### src/hdl/dpgw_pkg.sv
// Constants for the dual port general purpose I/O block with wake-up.
// Assumes a core data-memory bus with one-cycle read and write strobes.
package dpgw_pkg;

    // ------------------------------------------------------------------
    // Register offsets
    // ------------------------------------------------------------------
    localparam logic [3:0] OFS_PA_DATA = 4'h0;
    localparam logic [3:0] OFS_PA_DIR = 4'h1;
    localparam logic [3:0] OFS_PA_PU = 4'h2;
    localparam logic [3:0] OFS_PA_WU = 4'h3;
    localparam logic [3:0] OFS_PB_DATA = 4'h4;
    localparam logic [3:0] OFS_PB_DIR = 4'h5;
    localparam logic [3:0] OFS_PB_PU = 4'h6;
    localparam logic [3:0] OFS_DRIVE = 4'h7;
    localparam logic [3:0] OFS_FSEL_LO = 4'h8;
    localparam logic [3:0] OFS_FSEL_HI = 4'h9;
    localparam logic [3:0] OFS_IN_ROUTE = 4'hA;
    localparam logic [3:0] OFS_UNLOCK = 4'hB;

    // ------------------------------------------------------------------
    // Implemented bit masks and reset values
    // ------------------------------------------------------------------
    localparam logic [7:0] MASK_PB = 8'h03;
    localparam logic [7:0] MASK_DRIVE = 8'h3F;
    localparam logic [7:0] MASK_IN_ROUTE = 8'h03;
    localparam logic [7:0] RST_DATA = 8'hFF;
    localparam logic [7:0] RST_DIR = 8'hFF;
    localparam logic [7:0] RST_ZERO = 8'h00;
    localparam logic [7:0] UNLOCK_KEY = 8'hCA;

    // ------------------------------------------------------------------
    // Field positions and field values
    // ------------------------------------------------------------------
    localparam int DRV_PA_LO_LSB = 0;
    localparam int DRV_PA_HI_LSB = 2;
    localparam int DRV_PB_LSB = 4;
    localparam logic [1:0] RX_SRC_PIN3 = 2'h1;
    localparam logic [1:0] FSEL_ALT2 = 2'h2;
    localparam logic [1:0] FSEL_ALT3 = 2'h3;

endpackage

### src/hdl/dpgw_pad.sv
// Per-pin pad control for one port: drive, enable, pull-high and readback.
// Assumes function selects and peripheral drive come from the parent.
`timescale 1ns/1ps
module dpgw_pad #(
    parameter int WIDTH = 8
) (
    // Port configuration
    input wire logic [WIDTH-1:0] data,
    input wire logic [WIDTH-1:0] dir,
    input wire logic [WIDTH-1:0] pu,
    input wire logic [WIDTH-1:0] gpio_sel,
    input wire logic readback,
    // Peripheral side
    input wire logic [WIDTH-1:0] periph_out,
    input wire logic [WIDTH-1:0] periph_oe,
    input wire logic [WIDTH-1:0] periph_nmos,
    // Pins
    input wire logic [WIDTH-1:0] pin_in,
    output logic [WIDTH-1:0] pin_out,
    output logic [WIDTH-1:0] pin_oe_n,
    output logic [WIDTH-1:0] pullup_en,
    output logic [WIDTH-1:0] cmos_out,
    output logic [WIDTH-1:0] read_val
);
    always_comb begin
        for (int i = 0; i < WIDTH; i++) begin
            if (gpio_sel[i]) begin
                pin_out[i] = data[i];
                pin_oe_n[i] = dir[i];
                pullup_en[i] = pu[i] & dir[i];
                cmos_out[i] = ~dir[i];
                read_val[i] = (~dir[i] & ~readback) ? data[i] : pin_in[i];
            end else begin
                pin_out[i] = periph_nmos[i] ? 1'b0 : periph_out[i];
                pin_oe_n[i] = ~periph_oe[i] | (periph_nmos[i] & periph_out[i]);
                pullup_en[i] = pu[i] & periph_oe[i] & periph_nmos[i];
                cmos_out[i] = periph_oe[i] & ~periph_nmos[i];
                read_val[i] = pin_in[i];
            end
        end
    end
endmodule // dpgw_pad

### src/hdl/dpgw_wake.sv
// Falling edge wake-up detector for port A.
// Assumes pins are synchronous to ref_clk.
`timescale 1ns/1ps
module dpgw_wake #(
    parameter int WIDTH = 8
) (
    // Clock and reset
    input wire logic ref_clk,
    input wire logic rst,
    // Pins and qualifiers
    input wire logic [WIDTH-1:0] pin_in,
    input wire logic [WIDTH-1:0] arm,
    input wire logic halted,
    // Wake event
    output logic wake_req
);
    typedef struct packed {
        logic [WIDTH-1:0] prev;
        logic wake;
    } dpgw_wake_t;

    dpgw_wake_t st, next_st;

    always_comb begin
        next_st.prev = pin_in;
        next_st.wake = halted & |(st.prev & ~pin_in & arm);
    end

    always_ff @(posedge ref_clk) begin
        if (rst) begin
            st <= '0;
        end else begin
            st <= next_st;
        end
    end

    assign wake_req = st.wake;
endmodule // dpgw_wake

### src/hdl/dpgw_top.sv
// Dual port GPIO block: registers, pad control, drive level and wake-up.
// Assumes the core issues one-cycle read or write strobes on its data bus.
`timescale 1ns/1ps
module dpgw_top
    import dpgw_pkg::*;
#(
    parameter int PA_WIDTH = 8,
    parameter int PB_WIDTH = 2
) (
    // Clock and reset
    input wire logic ref_clk,
    input wire logic rst,
    // Core data-memory bus
    input wire logic [3:0] mem_addr,
    input wire logic mem_wr,
    input wire logic mem_rd,
    input wire logic [7:0] mem_wdata,
    output logic [7:0] mem_rdata,
    // Port A pins
    input wire logic [PA_WIDTH-1:0] pa_in,
    output logic [PA_WIDTH-1:0] pa_out,
    output logic [PA_WIDTH-1:0] pa_oe_n,
    output logic [PA_WIDTH-1:0] pa_pullup,
    output logic [2*PA_WIDTH-1:0] pa_drive_level,
    // Port B pins
    input wire logic [PB_WIDTH-1:0] pb_in,
    output logic [PB_WIDTH-1:0] pb_out,
    output logic [PB_WIDTH-1:0] pb_oe_n,
    output logic [PB_WIDTH-1:0] pb_pullup,
    output logic [2*PB_WIDTH-1:0] pb_drive_level,
    // Peripheral drive on port A shared pins
    input wire logic [PA_WIDTH-1:0] periph_out,
    input wire logic [PA_WIDTH-1:0] periph_oe,
    input wire logic [PA_WIDTH-1:0] periph_nmos,
    // Peripheral input routing and selects
    output logic rx_input,
    output logic [7:0] func_select_low,
    output logic [7:0] func_select_high,
    output logic readback_pin_mode,
    // Power management
    input wire logic core_halted,
    output logic wake_req
);
    // ------------------------------------------------------------------
    // State
    // ------------------------------------------------------------------
    typedef struct packed {
        logic [7:0] pa_data;
        logic [7:0] pa_dir;
        logic [7:0] pa_pu;
        logic [7:0] pa_wu;
        logic [1:0] pb_data;
        logic [1:0] pb_dir;
        logic [1:0] pb_pu;
        logic [5:0] drive;
        logic [7:0] fsel_lo;
        logic [7:0] fsel_hi;
        logic [1:0] in_route;
        logic [7:0] unlock;
        logic [7:0] rdata;
    } dpgw_state_t;

    dpgw_state_t st, next_st;
    logic [PA_WIDTH-1:0] pa_gpio, pa_cmos, pa_rd;
    logic [PB_WIDTH-1:0] pb_cmos, pb_rd;

    // ------------------------------------------------------------------
    // Function select decode
    // ------------------------------------------------------------------
    // True when a pin's 2-bit function field selects general purpose I/O
    function automatic logic is_gpio(input int pin, input logic [1:0] f);
        case (pin)
            0, 2, 3, 4: is_gpio = (f != FSEL_ALT2) && (f != FSEL_ALT3);
            default: is_gpio = (f != FSEL_ALT3);
        endcase
    endfunction

    always_comb begin
        for (int i = 0; i < 4; i++) begin
            pa_gpio[i] = is_gpio(i, st.fsel_lo[2*i +: 2]);
            pa_gpio[i+4] = is_gpio(i + 4, st.fsel_hi[2*i +: 2]);
        end
    end

    // ------------------------------------------------------------------
    // Pads
    // ------------------------------------------------------------------
    dpgw_pad #(.WIDTH(PA_WIDTH)) u_pad_a (
        .data(st.pa_data),
        .dir(st.pa_dir),
        .pu(st.pa_pu),
        .gpio_sel(pa_gpio),
        .readback(readback_pin_mode),
        .periph_out(periph_out),
        .periph_oe(periph_oe),
        .periph_nmos(periph_nmos),
        .pin_in(pa_in),
        .pin_out(pa_out),
        .pin_oe_n(pa_oe_n),
        .pullup_en(pa_pullup),
        .cmos_out(pa_cmos),
        .read_val(pa_rd)
    );

    // Port B has no shared functions
    dpgw_pad #(.WIDTH(PB_WIDTH)) u_pad_b (
        .data(st.pb_data),
        .dir(st.pb_dir),
        .pu(st.pb_pu),
        .gpio_sel({PB_WIDTH{1'b1}}),
        .readback(readback_pin_mode),
        .periph_out({PB_WIDTH{1'b0}}),
        .periph_oe({PB_WIDTH{1'b0}}),
        .periph_nmos({PB_WIDTH{1'b0}}),
        .pin_in(pb_in),
        .pin_out(pb_out),
        .pin_oe_n(pb_oe_n),
        .pullup_en(pb_pullup),
        .cmos_out(pb_cmos),
        .read_val(pb_rd)
    );

    // ------------------------------------------------------------------
    // Drive level per pin
    // ------------------------------------------------------------------
    always_comb begin
        for (int i = 0; i < PA_WIDTH; i++) begin
            if (!pa_cmos[i]) begin
                pa_drive_level[2*i +: 2] = 2'h0;
            end else if (i < 4) begin
                pa_drive_level[2*i +: 2] = st.drive[DRV_PA_LO_LSB +: 2];
            end else begin
                pa_drive_level[2*i +: 2] = st.drive[DRV_PA_HI_LSB +: 2];
            end
        end
        for (int j = 0; j < PB_WIDTH; j++) begin
            pb_drive_level[2*j +: 2] = pb_cmos[j] ?
                st.drive[DRV_PB_LSB +: 2] : 2'h0;
        end
    end

    // ------------------------------------------------------------------
    // Wake-up
    // ------------------------------------------------------------------
    dpgw_wake #(.WIDTH(PA_WIDTH)) u_wake (
        .ref_clk(ref_clk),
        .rst(rst),
        .pin_in(pa_in),
        .arm(st.pa_wu & pa_gpio & st.pa_dir),
        .halted(core_halted),
        .wake_req(wake_req)
    );

    // ------------------------------------------------------------------
    // Register file
    // ------------------------------------------------------------------
    always_comb begin
        next_st = st;
        if (mem_wr) begin
            case (mem_addr)
                OFS_PA_DATA: next_st.pa_data = mem_wdata;
                OFS_PA_DIR: next_st.pa_dir = mem_wdata;
                OFS_PA_PU: next_st.pa_pu = mem_wdata;
                OFS_PA_WU: next_st.pa_wu = mem_wdata;
                OFS_PB_DATA: next_st.pb_data = mem_wdata[1:0];
                OFS_PB_DIR: next_st.pb_dir = mem_wdata[1:0];
                OFS_PB_PU: next_st.pb_pu = mem_wdata[1:0];
                OFS_DRIVE: next_st.drive = mem_wdata[5:0];
                OFS_FSEL_LO: next_st.fsel_lo = mem_wdata;
                OFS_FSEL_HI: next_st.fsel_hi = mem_wdata;
                OFS_IN_ROUTE: next_st.in_route = mem_wdata[1:0];
                OFS_UNLOCK: next_st.unlock = mem_wdata;
                default: next_st = st;
            endcase
        end
        if (mem_rd) begin
            case (mem_addr)
                OFS_PA_DATA: next_st.rdata = pa_rd;
                OFS_PA_DIR: next_st.rdata = st.pa_dir;
                OFS_PA_PU: next_st.rdata = st.pa_pu;
                OFS_PA_WU: next_st.rdata = st.pa_wu;
                OFS_PB_DATA: next_st.rdata = {6'h00, pb_rd};
                OFS_PB_DIR: next_st.rdata = {6'h00, st.pb_dir};
                OFS_PB_PU: next_st.rdata = {6'h00, st.pb_pu};
                OFS_DRIVE: next_st.rdata = {2'h0, st.drive};
                OFS_FSEL_LO: next_st.rdata = st.fsel_lo;
                OFS_FSEL_HI: next_st.rdata = st.fsel_hi;
                OFS_IN_ROUTE: next_st.rdata = {6'h00, st.in_route};
                OFS_UNLOCK: next_st.rdata = st.unlock;
                default: next_st.rdata = 8'h00;
            endcase
        end
    end

    always_ff @(posedge ref_clk) begin
        if (rst) begin
            st <= '0;
            st.pa_data <= RST_DATA;
            st.pa_dir <= RST_DIR;
            st.pb_data <= RST_DATA[1:0];
            st.pb_dir <= RST_DIR[1:0];
        end else begin
            st <= next_st;
        end
    end

    // ------------------------------------------------------------------
    // Outputs
    // ------------------------------------------------------------------
    assign mem_rdata = st.rdata;
    assign readback_pin_mode = (st.unlock == UNLOCK_KEY);
    assign rx_input = (st.in_route == RX_SRC_PIN3) ? pa_in[3] : pa_in[0];
    assign func_select_low = st.fsel_lo;
    assign func_select_high = st.fsel_hi;
endmodule // dpgw_top

### config.mk
export PLATFORM = sky130hd
export DESIGN_NAME = dpgw_top
export DESIGN_NICKNAME = d
export VERILOG_FILES = /design/src/hdl/dpgw_pkg.sv /design/src/hdl/dpgw_pad.sv /design/src/hdl/dpgw_wake.sv /design/src/hdl/dpgw_top.sv
export SDC_FILE = /design/constraint.sdc
export NUM_CORES = 1
export LEC_CHECK = 0
export ABC_AREA = 1
export BUFFER_PORTS_ARGS = -buffer_cell sky130_fd_sc_hd__buf_2
export CORE_UTILIZATION = 55
export CTS_BUF_LIST = sky130_fd_sc_hd__clkbuf_8
export CTS_CLUSTER_SIZE = 8
export DETAILED_ROUTE_END_ITERATION = 8
export PLACE_DENSITY = 0.95
export SLEW_MARGIN = 10
export SYNTH_ARGS = -nofsm -noshare
export SYNTH_HDL_FRONTEND = slang
export SYNTH_SLANG_ARGS = --single-unit
### constraint.sdc
create_clock -name ref_clk -period 1.58 [get_ports ref_clk]
set_input_delay 0.237 -clock ref_clk [delete_from_list [all_inputs] [get_ports ref_clk]]
set_output_delay 0.237 -clock ref_clk [all_outputs]
set_load 0.005 [all_outputs]
# After elaboration in Yosys (flattened, before gate mapping)
# Index checks and enable logic that the tools add are counted.
# classes
eq_ne	25
muxes	71
bitwise	93
reduce_logical	18
# op_table
cell	n
case mux 8 bit (12 select lines)	1
2-to-1 mux 1 bit	59
bitwise AND 1 bit	53
bitwise AND 8 bit	4
inverter 1 bit	27
!= test 2 bit, second input constant	12
AND reduction 2 bit	12
2-to-1 mux 2 bit	10
== test 4 x 3 -> 1 bit, second input constant	4
== test 4 bit, second input constant	4
== test 4 x 2 -> 1 bit, second input constant	2
== test 8 bit, second input constant	1
2-to-1 mux 8 bit	1
inverter 8 bit	1
OR 1 bit	8
OR reduction 8 bit	1
== test 4 x 1 -> 1 bit, second input constant	1
logical AND 1 bit	4
zero test 4 bit	1
== test 2 x 1 -> 1 bit, second input constant	1
# totals
ff_bits	87
input_bits	51
out_inout_bits	77
wordCells	222

# Depth between registers and ports, before layout
# Gate-level depths: netlist of the first run.
# depth
word_depth	7
ltp_mapped	11
mapped_depth_nobuf	11

# Hierarchy
# From an unflattened synthesis of the first run, not the netlist that was laid out.
# hier_totals
hier_cells	834
hier_area_um2	5102.4
# modules_own_cells
module	n_inst	cells_each	area_each_um2	seq_area_each_um2
dpgw_top	1	593	3860.0	1561.5
dpgw_pad (u_pad_a)	1	156	721.9	0.0
dpgw_wake	1	43	326.6	180.2
dpgw_pad (u_pad_b)	1	42	193.9	0.0

# Least setup slack after synthesis of the first run
# No wires, ideal clock.
# synth_path
path_type	flip-flop to flip-flop
startpoint	register st[10] (netlist bit)
endpoint	register st, in the netlist mem_rdata[0]
setup_ns	0.132
arrival_time_ns	1.140
required_time_ns	1.448
path_slack_ns	0.308
path_stages_with_launch	11
path_buffers	1
period_less_slack_ns	1.272
path_cell_list	dfxtp_1 > inv_1 > nand2_1 > nor2_1 > nand2_1 > buf_2 > nand3_1 > nand3_1 > nand3_1 > nand2_1 > a21oi_2
# synth_via
elab_chain_len	7
elab_cells_between_ends	9
classes_between	eq/ne (1); mux (5); bitwise (3)
# synth_lines
element	line	source
from (decl)	dpgw_top.sv:63	dpgw_state_t st, next_st;
from (signal assigned)	dpgw_top.sv:203	st <= next_st;
== test 8 bit *	dpgw_top.sv:211	assign readback_pin_mode = (st.unlock == UNLOCK_KEY);
inverter 1 bit *	dpgw_pad.sv:32	read_val[i] = (~dir[i] & ~readback) ? data[i] : pin_in[i];
bitwise AND 1 bit	dpgw_pad.sv:32	
2-to-1 mux 1 bit	dpgw_pad.sv:32	
2-to-1 mux 1 bit	dpgw_pad.sv:27	if (gpio_sel[i]) begin
case mux 8 bit (12 select lines) *	dpgw_top.sv:177	case (mem_addr)
2-to-1 mux 8 bit *	dpgw_top.sv:176	if (mem_rd) begin
# Every way passes the cells marked *; elsewhere a longest branch is shown, timed or not. The select of a mux whose other input is x is not followed.
# A chain may end at the register's enable or synchronous reset.

# Worst setup path after layout of the first run
# layout_path
startpoint	register st[15] (netlist bit)
endpoint	register st, in the netlist mem_rdata[4]
# layout_via
elab_chain_len	7
# layout_lines
element	line
== test 8 bit	dpgw_top.sv:211
inverter 1 bit	dpgw_pad.sv:32
bitwise AND 1 bit	dpgw_pad.sv:32
2-to-1 mux 1 bit	dpgw_pad.sv:32
2-to-1 mux 1 bit	dpgw_pad.sv:27
case mux 8 bit (12 select lines)	dpgw_top.sv:177
2-to-1 mux 8 bit	dpgw_top.sv:176
# No other way between the ends. The select of a mux whose other input is x is not followed.

==> run metrics, run 1 <==
H-tree Lvls 3; Synth area leaders dfxtp_1 36%, nand2_1 12%, a21oi_1 8.8%, inv_1 7.1%, nand3_1 6.6%; WL per Instance 16.3 um; fillers 670; minimum clock period 1.61 ns; type of the tightest min-delay check primary input to register; 1st-iter DRT viols 614; failing checks setup timing; Die X 95.3 um; die area 9080 um^2; DR vias/cell 5.87; worst endpoint required time 1.82 ns; Routed Antenna Nets 0; Die Y 95.3 um; row count 33; period utilisation layout 1.02; CTS Buf Count 9; switching power 1.21 mW; Fmax 622 MHz; Syn Std Cell Area 4790 um^2; setup TNS -0.0392 ns; Post-CTS Hold Fix Bufs 0; Worst Setup Start Kind register; layout cell share with drive strength beyond 1 0.303; 1st-pass router iterations 8; Power Dens Cells 746 nW/um^2; RSZ-0062 raised after global routing true; syn_area_per_cell 6.60 um^2; Setup WS pre-CTS -0.0807 ns; post-synthesis sequential area ratio 0.364; fin util 0.699; Area Growth Syn to Fin 21.1%; Core ar. 8300 um^2; Port Buffers 127; sequential share of power 0.525; Yosys reg bits 87; status complete, but fails checks; initial antenna violation count 0; Final Instance Area 5800 um^2; grt ovf 0; Clock Path Buffers 2; Post-route DRC 0; commonest cells after routing, fill and taps aside 146 x nand2_1, 127 x buf_2, 83 x inv_1; worst setup margin -0.0276 ns; crit path kind register to register; Peak supply drop 441 uV; Slew @ Worst Pin 0.600 ns; first-pass GRT wire length 23900 um; Initial Utilization 0.577; final wirelength 15500 um; RD Place Congestion 0.959; ant diodes 0; GRT Total Usage 0.347; syn_nets 776; dpl cell area 5380 um^2; Clk pwr share 0.354; Mapped Cells 725; leading area contributor after synthesis dfxtp_1; routed vias 5552; Clock Skew 0.0119 ns; Clock Sinks 87; Yosys top cell area share 0.364; count of pins over their slew limit 0; CTS tree done; maximum fanout along the worst path 5; Fin. Hold Viols 0; Sw Ratio 0.279; Clk Latency, worst-skew pair 0.37 ns; post-synth cell types 28; worst hold slack 0.0912 ns; placed cells 922; vias in the first global route 4947; HPWL Detailed 10700 um; Int Pwr 3.12 mW; post-route insts no fill 946; setup violators final 2; Static Leak 2.77 nW; Logic pwr share 0.121; largest net degree at the start of global routing 40; Final #Nets 887; Ports 128; clock-pin slew on the worst setup and hold paths 0.09 ns; Rel. slew slack 0.599; most common cell after layout, fill and taps aside nand2_1; Data arrival, critical path 1.85 ns; Ys Warns 0; number of max-cap violations 0; Worst Setup End Kind register; Pwr Total 4.33 mW; Root Driver clkbuf_8
==> cells in the mapped netlist (all sizes together) <==
| library cell | count |
|---|---|
| nand2 | 163 |
| inv | 97 |
| dfxtp | 87 |
| a21oi | 86 |
| nor2 | 67 |
| nand3 | 63 |
| o21ai | 56 |
| buf | 43 |
| nor3 | 15 |
| a31oi | 13 |
| clkbuf | 13 |
| o211ai | 12 |
| nand4 | 5 |
| nand3b | 2 |
| o2111ai | 1 |
| o22ai | 1 |
| o32ai | 1 |
==> worst max-delay path: stages, from the launching register on <==
cell and delay, ns:
dfxtp_1 0.37, nand2_1 0.10, nor2_2 0.17, nand2_2 0.09, buf_6 0.14, buf_6 0.14
nand2_2 0.07, nand2_1 0.06, o211ai_1 0.11, nand2_1 0.12, nand2_1 0.08, a21oi_1 0.06
==> power groups by stage <==
stage          Clock [mW]  Sequential [mW]  Combinational (mW)
2_1_floorplan           0             2.32               0.296
3_3_place_gp            0             2.33               0.483
3_5_place_dp            0             2.33               0.495
4_1_cts              1.53             2.28               0.503
5_1_grt              1.62             2.28               0.574
6_report             1.53             2.27               0.524
==> layer usage <==
layer | up-vias | track usage | wire (um)
met3 | 71 | 0.104 | 2130
met2 | 442 | 0.539 | 7020
met1 | 2477 | 0.434 | 5650
met4 | 0 | 0.176 | 659
li1 | 2562 | - | -
met5 | - | 0 | 0
==> worst paths after layout <==
path	cells after the start	from	end	slack (ns)
worst max-delay path	11	st[15]	mem_rdata[4]	-0.03
worst min-delay path	3	core_halted	u_wake.wake_req	0.09
worst max register to register	11	st[15]	mem_rdata[4]	-0.03
worst min register to register	2	mem_rdata[1]	mem_rdata[1]	0.46
==> sequential cells by signal, summed over array words and instances (netlist names) <==
| register | cells |
|---|---|
| st | 54 |
| u_wake.wake_req | 1 |
| func_select_low | 8 |
| func_select_high | 8 |
| mem_rdata | 8 |
| u_wake.st | 8 |
==> logic make-up (layout without fill, tap and decap cells) <==
kind of cell / count (synthesis) / in the layout / share of synthesized area
simple gates: 315 / 315 / 0.291
compound gates: 170 / 170 / 0.193
flops: 87 / 87 / 0.364
buf+inv: 153 / 269 / 0.152
==> repair_timing <==
item / CTS / global route
pin swaps: 4 / 13
buffers inserted: 4 / 5
resized for setup: 28 / 44
cloned: 0 / 0
endpoints found under the setup margin: 26 / 32
==> layout make-up <==
cell class,count,area [um^2],share of cell area
Multi-Input combinational cell,485,2420,0.417
Sequential cell,87,1790,0.308
Timing Repair Buffer,156,898,0.155
Inverter,97,372,0.0641
Clock buffer,12,165,0.0285
Tap cell,105,131,0.0227
Clock inverter,4,28.8,0.00496
Note: power is estimated with default switching activity, not from simulation.
==> inputs of run 2 (changes only) <==
- PLACE_DENSITY: 0.95 -> 0.94
- SYNTH_HIERARCHICAL: not set -> 1
- clock period: 1.58 -> 1.6 ns (I/O delays scaled with it)
==> run metrics, run 2 <==
status complete, but fails checks; failing checks DRC, setup timing; most used cell, CP nand2_1; Routed Antenna Nets 0; number of max-cap violations 0; post-synth cell types 25; HPWL Detailed 11300 um; Mapped Cells 834; Post-route DRC 10; 1st-iter DRT viols 801; R2R setup slack -0.11 ns; switching power 1.26 mW; 1st-pass router iterations 9; max reg flops 54; row count 34; crit path kind register to register; commonest cells after routing, fill and taps aside 230 x nand2_1, 126 x buf_2, 115 x nand3_1; sequential share of power 0.495; Logic pwr share 0.130; ant diodes 0; Data arrival, critical path 1.95 ns; Clock Skew 0.00920 ns; die area 9670 um^2; Crit. Startpoint st[14]; Yosys top cell area share 0.341; most common cell after layout, fill and taps aside nand2_1; Die Y 98.3 um; Post-CTS Hold Fix Bufs 0; WL per Instance 15.6 um; Syn Std Cell Area 5100 um^2; layout cell share with drive strength beyond 1 0.282; Root Driver clkbuf_8; Fin. Hold Viols 0; most common cell in the netlist nand2_1; count of pins over their slew limit 0; Most flops, register st; Critical R2R Capture mem_rdata[4]; Core ar. 8850 um^2; CP max-delay cell dfxtp_1; Synth area leaders dfxtp_1 34%, nand2_1 18%, nand3_1 12%, inv_1 7.2%, a21oi_1 6.1%; Static Leak 3.41 nW; setup violators final 11; setup TNS -0.694 ns; vias in the first global route 5428; post-route insts no fill 1101; worst-path cell chain nand4_1 > nor3_4 > buf_6 > nor2_4 > nand2_1 > nand2_1 > nand2_1 > inv_1 > nand2_1 > nand2_1 > nor2_1 > nand2_1 > nand2_1 > a21oi_2; Top FF cell, synth dfxtp_1; maximum fanout along the worst path 5; Final #Nets 1039; Initial Utilization 0.577; Fmax 586 MHz; DR vias/cell 5.63; Ports 128; CTS Buf Count 9; CTS tree done; type of the tightest min-delay check primary input to register; Power Dens Cells 701 nW/um^2; Port Buffers 127; routed vias 6200; worst endpoint required time 1.85 ns; GRT Total Usage 0.337; Worst Setup End Kind register; minimum clock period 1.71 ns; RSZ-0062 raised after global routing true; first-pass GRT wire length 25900 um; syn_area_per_cell 6.12 um^2; WHS Endpoint u_wake/wake_req; Yosys reg bits 87; worst r2r path cells 14; Commonest cells post-synth 238 x nand2_1, 118 x nand3_1, 98 x inv_1; Ys Warns 6; largest net degree at the start of global routing 47; Peak supply drop 542 uV; RR Startpoint st[14]; Clock Sinks 87; placed cells 1072; period utilisation layout 1.07; grt ovf 0; leading area contributor after synthesis dfxtp_1; initial antenna violation count 0; Area Growth Syn to Fin 27.4%; number of synthesized flops with an enable pin 0; Sw Ratio 0.276; Die X 98.3 um; clock-pin slew on the worst setup and hold paths 0.09 ns; post-synthesis sequential area ratio 0.341; Clk pwr share 0.375; Worst Hold Depth 3; Pwr Total 4.56 mW; final wirelength 17100 um; Int Pwr 3.30 mW; CP peak stage delay 0.37 ns; H-tree Lvls 3; Setup WS pre-CTS -0.0998 ns; Clk Latency, worst-skew pair 0.36 ns; Async SR Flop Fraction 0; Clock Path Buffers 2; worst setup margin -0.106 ns; fin util 0.734; hold path start core_halted; fillers 686; RD Place Congestion 1.02; Worst Setup Start Kind register
run 2: kinds of logic after synthesis:
group / Yosys count / share of synthesized area
buffers and inverters: 171 / 0.148
other: 2 / 0.00147
AND/OR/NAND/NOR: 433 / 0.361
flip-flops: 87 / 0.341
AO/OA/AOI/OAI: 141 / 0.148
run 2: stage by stage:
step | instance area, um^2 | hold WS (ns)
global placement | 5940 | 0.439
global route | 6500 | 0.115
floorplan | 5200 | 0.347
CTS | 6280 | 0.103
detailed placement | 5940 | 0.456
finish | 6500 | 0.115
run 2: cell type report:
cell class                 instances  area, um^2  area share
tap                              108         135      0.0208
inverter                         119         457      0.0703
clock buffer                       9         124      0.0191
clock inverter                     7        96.3      0.0148
timing repair buffer             172        1020       0.158
multi-input combinational        599        2880       0.443
sequential                        87        1780       0.275
run 2: what timing repair did:
| action | in CTS | in global routing |
|---|---|---|
| gates resized for setup | 42 | 44 |
| setup buffers | 3 | 10 |
| endpoints found under the setup margin | 36 | 25 |
| pin swaps | 20 | 14 |
run 2: how the worst max path moves through the flow:
stage	endpoint	slack (ns)	cells after the start
2_1_floorplan	mem_rdata[1]	0.02	15
6_report	mem_rdata[4]	-0.11	14
4_1_cts	mem_rdata[2]	-0.09	15
3_5_place_dp	mem_rdata[0]	-0.1	15
5_1_grt	mem_rdata[2]	-0.21	15
3_3_place_gp	mem_rdata[0]	-0.005	15
run 2: power by group through the flow:
stage / combinational, mW / sequential [mW] / clock, mW
5_1_grt: 0.646 / 2.26 / 1.80
2_1_floorplan: 0.313 / 2.29 / 0
3_3_place_gp: 0.525 / 2.30 / 0
3_5_place_dp: 0.535 / 2.30 / 0
4_1_cts: 0.548 / 2.25 / 1.70
6_report: 0.593 / 2.25 / 1.71
run 2: worst max-delay path: cells and delay by family, from the launching register on:
kind	cells	cell delay, ns
compound gates	1	0.05
buf+inv	2	0.23
flops	1	0.37
simple gates	11	0.95
run 2: routing by layer:
metal  up-vias  global-route usage  wire length, um
li1       2919                   -                -
met1      2742               0.434             6360
met2       450               0.535             7720
met3        89              0.0673             2210
met4         0               0.181              858
met5         -                   0                0
